[src/design/pin_func_defines.svh]
/*
  Register offsets, field positions and reset values of the port B / port C
  pin-function select block. Assumes inclusion by bare name.
*/
`ifndef PIN_FUNC_DEFINES_SVH
`define PIN_FUNC_DEFINES_SVH

// Byte offsets on the APB bus (one aligned word each)
`define OFS_PB_LOW       12'h000
`define OFS_PB_HIGH      12'h004
`define OFS_PC_LOW       12'h008
`define OFS_PC_HIGH      12'h00c
`define OFS_RST_CTRL     12'h010
`define OFS_STATUS       12'h014

// Reset value of every select register
`define SEL_RESET        8'h00
// Reset value of the reset-pin control register (external reset off)
`define RST_CTRL_RESET   8'h00
// Bit of the reset-pin control register that enables the external reset
`define RST_CTRL_EN_BIT  0

// Writable masks
`define MASK_PB_HIGH_SMALL 8'hcf
`define MASK_PC_HIGH       8'h0f
`define MASK_ALL           8'hff

// Field encodings that pick the alternate function (11) and the option (10)
`define SEL_ALT          2'h3
`define SEL_OPT          2'h2

`endif

[src/design/pin_func_pkg.sv]
/*
  Types for the pin-function select block. Assumes the defines header sits
  beside it.
*/
`default_nettype none
package pin_func_pkg;
  // Route chosen for one pad
  typedef enum logic [1:0] {RouteGpio, RouteOpt, RouteAlt} route_e;
  // One two-bit select field
  typedef logic [1:0] field_t;
endpackage
`default_nettype wire

[src/design/pin_field_decode.sv]
/*
  Decodes one two-bit select field into the pad route. Assumes the caller
  supplies whether code 10 has its own function on this pin.
*/
`default_nettype none
`include "pin_func_defines.svh"
module pin_field_decode
  import pin_func_pkg::*;
(
  // Field and options
  input  wire pin_func_pkg::field_t field,
  input  wire logic                 optUsed,
  // Route out
  output logic [1:0]                route
);
  // Code 11 picks the alternate; 10 picks the option only where it exists
  assign route = (field == `SEL_ALT) ? 2'h2 :
                 ((field == `SEL_OPT) && optUsed) ? 2'h1 : 2'h0;
endmodule
`default_nettype wire

[src/design/pin_func_regs.sv]
/*
  Register holding one raw select byte under a per-register write mask, for the APB slave.
  Assumes one clock, synchronous active-low reset.
*/
`default_nettype none
`include "pin_func_defines.svh"
module pin_func_regs
(
  // Clock and reset
  input  wire logic        clock,
  input  wire logic        resetn,
  // Write strobe and data
  input  wire logic        wrEn,
  input  wire logic [7:0]  wrData,
  input  wire logic [7:0]  wrMask,
  // Stored value
  output logic [7:0]       value
);
  // Masked bits never change, so they stay at their reset value of zero
  always_ff @(posedge clock)
  begin
    if (!resetn)
      value <= `SEL_RESET;
    else if (wrEn)
      value <= (value & ~wrMask) | (wrData & wrMask);
  end
endmodule
`default_nettype wire

[src/design/port_b_c_pin_function_select.sv]
/*
  Pin-function select for port B high/low and port C, with APB register
  access and registered pad route outputs. Assumes an APB master on the same
  clock; the SMALL parameter picks the small device variant.
*/
`default_nettype none
`include "pin_func_defines.svh"
// Behaviour
// - PB7: 11 analog, else general I/O
// - Reset pin enable overrides PB7 field
// - Small: port B high bits 5:4 read zero
// - Small PB5: 10 inverted compact timer, 11 analog two
// - Small PB4: 10 inverted periodic timer, 11 analog one
// - Large PB4: 10 inverted periodic timer, 11 analog four
// - PC3: 11 serial clock
// - PC2: 11 serial data out / transmit
// - PC1: 11 serial data in / receive
// - PC0: 11 chip select
// - PC5: 11 crystal pin a
// - PC4: 11 crystal pin b
// - Port C high bits 7:4 read zero, ignored
module port_b_c_pin_function_select
  import pin_func_pkg::*;
#(
  parameter bit SMALL = 1'b1
)
(
  // Clock and reset
  input  wire logic        clock,
  input  wire logic        resetn,
  // APB slave
  input  wire logic        psel,
  input  wire logic        penable,
  input  wire logic        pwrite,
  input  wire logic [11:0] paddr,
  input  wire logic [31:0] pwdata,
  output logic [31:0]      prdata,
  output logic             pready,
  output logic             pslverr,
  // Pad routes: two bits per pin, 0 general I/O, 1 option, 2 alternate
  output logic [15:0]      portBRoute,
  output logic [11:0]      portCRoute,
  // PB7 acts as external reset input
  output logic             pb7ExternalReset
);
  import pin_func_pkg::*;

  // Raw register contents
  logic [7:0] portBLowFuncSelect;
  logic [7:0] portBHighFuncSelect;
  logic [7:0] portCLowFuncSelect;
  logic [7:0] portCHighFuncSelect;
  logic [7:0] resetPinControlRegister;

  // Access phase decode: single-cycle answer, pready high in the access cycle only
  wire        access  = psel && penable;
  wire        wrAcc   = access && pwrite;
  wire        hitPbLo = (paddr == `OFS_PB_LOW);
  wire        hitPbHi = (paddr == `OFS_PB_HIGH);
  wire        hitPcLo = (paddr == `OFS_PC_LOW);
  wire        hitPcHi = (paddr == `OFS_PC_HIGH);
  wire        hitRst  = (paddr == `OFS_RST_CTRL);
  wire        hitStat = (paddr == `OFS_STATUS);
  wire        mapped  = hitPbLo | hitPbHi | hitPcLo | hitPcHi | hitRst | hitStat;

  // Small variant has no bits 5:4 in port B high; port C high has only 3:0
  wire [7:0]  pbHiMask = SMALL ? `MASK_PB_HIGH_SMALL : `MASK_ALL;
  wire [7:0]  pcHiMask = `MASK_PC_HIGH;

  // Select registers, all cleared at reset
  pin_func_regs uPbLo (.clock(clock), .resetn(resetn), .wrEn(wrAcc && hitPbLo),
    .wrData(pwdata[7:0]), .wrMask(`MASK_ALL), .value(portBLowFuncSelect));
  pin_func_regs uPbHi (.clock(clock), .resetn(resetn), .wrEn(wrAcc && hitPbHi),
    .wrData(pwdata[7:0]), .wrMask(pbHiMask), .value(portBHighFuncSelect));
  pin_func_regs uPcLo (.clock(clock), .resetn(resetn), .wrEn(wrAcc && hitPcLo),
    .wrData(pwdata[7:0]), .wrMask(`MASK_ALL), .value(portCLowFuncSelect));
  pin_func_regs uPcHi (.clock(clock), .resetn(resetn), .wrEn(wrAcc && hitPcHi),
    .wrData(pwdata[7:0]), .wrMask(pcHiMask), .value(portCHighFuncSelect));
  pin_func_regs uRst (.clock(clock), .resetn(resetn), .wrEn(wrAcc && hitRst),
    .wrData(pwdata[7:0]), .wrMask(`MASK_ALL), .value(resetPinControlRegister));

  // External reset enable from the reset-pin control register
  wire        extResetEn = resetPinControlRegister[`RST_CTRL_EN_BIT];

  // Per-pin decode; which pins use code 10 depends on the variant
  // Port B pins 0..7: low register holds PB0..PB3, high holds PB4..PB7
  wire [15:0] pbFields = {portBHighFuncSelect, portBLowFuncSelect};
  wire [7:0]  pbOpt    = SMALL ? 8'h30 : 8'h10; // PB4 both, PB5 small only
  logic [15:0] pbRouteRaw;
  logic [11:0] pcRouteRaw;
  // Port C pins 0..5: low holds PC0..PC3, high holds PC4..PC5
  wire [11:0] pcFields = {portCHighFuncSelect[3:0], portCLowFuncSelect};

  genvar gi;
  generate
    for (gi = 0; gi < 8; gi++)
    begin : gPb
      // PB4: 10 inverted periodic timer, 11 analog
      // PB5 small: 10 inverted compact timer, 11 analog
      pin_field_decode uDec (
        .field  (pbFields[2*gi +: 2]),
        .optUsed(pbOpt[gi]),
        .route  (pbRouteRaw[2*gi +: 2])
      );
    end
    for (gi = 0; gi < 6; gi++)
    begin : gPc
      // 11 gives serial or crystal function, else general I/O
      pin_field_decode uDec (
        .field  (pcFields[2*gi +: 2]),
        .optUsed(1'b0),
        .route  (pcRouteRaw[2*gi +: 2])
      );
    end
  endgenerate

  // PB7 route: analog on 11 only, forced to general I/O when reset pin on
  wire [1:0]  pb7Route = extResetEn ? 2'h0 : pbRouteRaw[15:14];
  wire [15:0] next_portBRoute = {pb7Route, pbRouteRaw[13:0]};

  // Read mux; unimplemented bits are zero since the registers hold zero
  wire [7:0]  statusByte = {6'h00, SMALL, extResetEn};
  wire [7:0]  rdByte =
      hitPbLo ? portBLowFuncSelect  :
      hitPbHi ? portBHighFuncSelect :
      hitPcLo ? portCLowFuncSelect  :
      hitPcHi ? portCHighFuncSelect :
      hitRst  ? resetPinControlRegister :
      hitStat ? statusByte : 8'h00;
  wire [31:0] next_prdata  = (psel && !penable && !pwrite) ? {24'h000000, rdByte}
                                                           : prdata;
  wire        next_pslverr = psel && !penable && !mapped;

  // Bus answer registers; read data captured in setup, shown in access
  always_ff @(posedge clock)
  begin
    if (!resetn)
    begin
      prdata  <= 32'h00000000;
      pslverr <= 1'b0;
      pready  <= 1'b0;
    end
    else
    begin
      prdata  <= next_prdata;
      pslverr <= next_pslverr;
      pready  <= psel && !penable;
    end
  end

  // Routes follow the registers one cycle later
  always_ff @(posedge clock)
  begin
    if (!resetn)
    begin
      portBRoute       <= 16'h0000;
      portCRoute       <= 12'h000;
      pb7ExternalReset <= 1'b0;
    end
    else
    begin
      portBRoute       <= next_portBRoute;
      portCRoute       <= pcRouteRaw;
      pb7ExternalReset <= extResetEn;
    end
  end
endmodule
`default_nettype wire

[config.mk]
export PLATFORM = sky130hd
export DESIGN_NAME = port_b_c_pin_function_select
export DESIGN_NICKNAME = d
export VERILOG_FILES = /design/src/design/pin_func_pkg.sv /design/src/design/pin_field_decode.sv /design/src/design/pin_func_regs.sv /design/src/design/port_b_c_pin_function_select.sv
export VERILOG_INCLUDE_DIRS = /design/src /design/src/design
export SDC_FILE = /design/constraint.sdc
export NUM_CORES = 1
export LEC_CHECK = 0
export ABC_AREA = 1
export BUFFER_PORTS_ARGS = -buffer_cell sky130_fd_sc_hd__buf_2
export CORE_MARGIN = 2
export CORE_UTILIZATION = 52
export CTS_CLUSTER_DIAMETER = 150
export CTS_CLUSTER_SIZE = 16
export DETAILED_ROUTE_END_ITERATION = 10
export GPL_ROUTABILITY_DRIVEN = 1
export PLACE_DENSITY_LB_ADDON = 0.2
export REMOVE_ABC_BUFFERS = 1
export SLEW_MARGIN = 5
export SYNTH_ARGS = -nofsm -noshare
export SYNTH_HDL_FRONTEND = slang
export SYNTH_SLANG_ARGS = --single-unit
[constraint.sdc]
create_clock -name clock -period 3.3 [get_ports clock]
set_clock_uncertainty 0.2 [all_clocks]
set_input_delay 0.66 -clock clock [delete_from_list [all_inputs] [get_ports clock]]
set_output_delay 0.66 -clock clock [all_outputs]
set_load 0.005 [all_outputs]
==> flow_metrics.tcl <==
set metrics [dict create \
    drtPass1Iterations 4 \
    multiInputGateArea_mm2 0.00117 \
    die_h_um 77.2 \
    gp_congestion 0.815 \
    regArea_mm2 0.00120 \
    whs_ns 0.223 \
    first_iter_violations 89 \
    p_leak_nw 1.39 \
    min_from "uPbHi.value[0]$_SDFFE_PN0P_" \
    drc 0 \
    synth_edf_count 0 \
    viasPerCell 4.73 \
    synth_cell_types 32 \
    synth-seq-cells 60 \
    cts_tree "built" \
    port_buffers 50 \
    core-area_mm2 0.00514 \
    track_usage_pct 19.7 \
    syn_avg_cell_area_um2 7.84 \
    endpoint_kind "flip-flop" \
    yosysSeqAreaShare_pct 43.1 \
    startpoint "paddr[9]" \
    drv_cap 0 \
    fp.dieW_um 77.2 \
    outcome "completed" \
    ir_worst_vdd_v 0.000350 \
    fin_ws_ns 1.41 \
    wl_per_cell_um 11.8 \
    first_global_vias 2046 \
    hold_class "reg -> reg" \
    fp-row-count 26 \
    clockRootBuffer "clkbuf_8" \
    setup.worst_path.start_class "input pin" \
    grt_setup_unrepaired "no" \
    numCtsBuffers 9 \
    antenna_left 0 \
    fillers 516 \
    cts_hold_buf 0 \
    dp_hpwl_mm 4.05 \
    max_freq_ghz 0.529 \
    synthCells 355 \
    p_per_area_mw_per_mm2 475 \
    drt_wl_total_mm 5.64 \
    min_period_ns 1.89 \
    cts_sinks 60 \
    instances_no_fill 479 \
    finalSetupTns_ns 0 \
    final-hold-violation-count 0 \
    dieArea_mm2 0.00596 \
    setup_viol 0 \
    layout-drive-gt1-share_pct 21.5 \
    htreeDepth 3 \
    crit_type "in -> reg" \
    worstSkewPairLatency_ns 0.34 \
    num_io_pins 112 \
    place_ws_ns 1.07 \
    arrival_ns 1.94 \
    syn-cell-area_mm2 0.00278 \
    syn_to_final_growth_pct 12.4 \
    start_util_pct 54.2 \
    ys_warn_count 0 \
    vias 2265 \
    clock_path_buffers 2 \
    num-nets-final 454 \
    gr-total-overflow 0 \
    async_reset_ff_share_pct 0 \
    worstReg2RegStart "uPbHi.value[0]$_SDFFE_PN0P_" \
    antenna_found_initial 0 \
    critical_path_required_ns 3.35 \
    power.total_mw 1.49 \
    cp_max_fo 14 \
    synth-main-ff-cell "dfxtp_1" \
    diodes 0 \
    cts_setup_buffers 0 \
    grt_max_degree 36 \
    place_inst 464 \
    post-route-period-util_pct 57.3 \
    ctsResizeCount 0 \
    report.final.slew_viol_count 0 \
    grt_pass1_wl_mm 9.20 \
    path_clk_slew_ns 0.06 \
]
[through the flow]
stage | util, % | area [um2]
2_1_floorplan | - | 2560
5_1_grt | 60.9 | 3130
4_1_cts | 60.9 | 3130
3_5_place_dp | 56.9 | 2930
6_report | 60.9 | 3130
3_3_place_gp | 56.9 | 2930
[cell families (layout without fill, tap and decap cells)]
group	count (synthesis)	in the layout	share of synthesized area, %
buf+inv	102	120	19.7
other cells	1	37	0.135
simple gates	102	102	19.6
compound gates	90	90	17.4
flops	60	60	43.1
[Yosys cell counts, drive strengths merged, types with 2 or more instances]
library cell | count | area share (%)
o21ai | 44 | 8.2
a211oi | 6 | 1.6
o22ai | 2 | 0.45
nor2 | 28 | 5.6
nand3 | 22 | 4.5
a21oi | 34 | 6.1
buf | 44 | 12
inv | 51 | 6.9
dfxtp | 60 | 43
o211ai | 3 | 0.81
nand2 | 33 | 5.4
nor4 | 2 | 0.45
clkbuf | 6 | 0.85
nor3 | 15 | 3.1
[final timing paths]
check | to | slack [ns] | cells past startpoint
max | uPbHi.value[6]$_SDFFE_PN0P_ | 1.41 | 6
min | portBRoute[8]$_SDFF_PP0_ | 0.22 | 1
max reg2reg | prdata[0]$_SDFFE_PN0P_ | 2.17 | 6
min reg2reg | portBRoute[8]$_SDFF_PP0_ | 0.22 | 1
[placed cells by master (no fill, tap or decap)]
cell type	instances
o211ai_1	3
nor2_2	2
nor2b_1	1
nand3_1	19
nand2_4	1
nand2_2	8
nor2_1	21
nor2_8	1
nor3_4	1
bufinv_16	1
buf_4	3
nor3_1	14
a211oi_1	6
clkbuf_8	12
nor2_4	4
nand4_1	1
clkbuf_1	2
a21oi_1	34
nor4_1	2
dfxtp_1	60
clkinv_1	1
nand3_2	3
conb_1	37
o21ai_2	2
buf_2	50
o21ai_0	39
nand2_1	24
inv_1	51
o21ai_1	3
o21bai_1	1
o22ai_1	2
[flip-flops by register name (all words and copies together) (netlist names)]
name	count
pb7ExternalReset	1
portBRoute	9
portCRoute	6
prdata	8
pready	1
pslverr	1
uPbHi.value	6
uPbLo.value	8
uPcHi.value	4
uPcLo.value	8
uRst.value	8
[critical path: stages]
cell,delay (ns)
buf_2,0.10
nor2_2,0.14
nand2_4,0.12
nor2_8,0.22
nand3_1,0.39
a211oi_1,0.32
[per-layer routing]
layer	part of all wire, %	routed length, um	up-vias	GRT usage (%)
li1	-	-	1176	-
met3	6.5	369	11	7.06
met1	44	2490	1009	23.8
met5	0	0	-	0
met2	48	2700	69	32.2
met4	1.5	87	0	7.14
[where the power goes]
group	internal [mW]	leakage, nW	switching (mW)	total [mW]
registers	0.729	0.484	0.00144	0.730
clock network	0.407	0.103	0.265	0.672
logic	0.0269	0.799	0.0572	0.0841
total	1.16	1.39	0.324	1.49
[final cells by class]
cell class	instances	area share [%]
Timing Repair Buffer	53	8.72
Clock buffer	14	5.52
Inverter	52	6.24
Sequential cell	60	38.4
Multi-Input combinational cell	229	37.4
Tap cell	70	2.80
Clock inverter	1	0.960
Note: power is estimated with default switching activity, not from simulation.
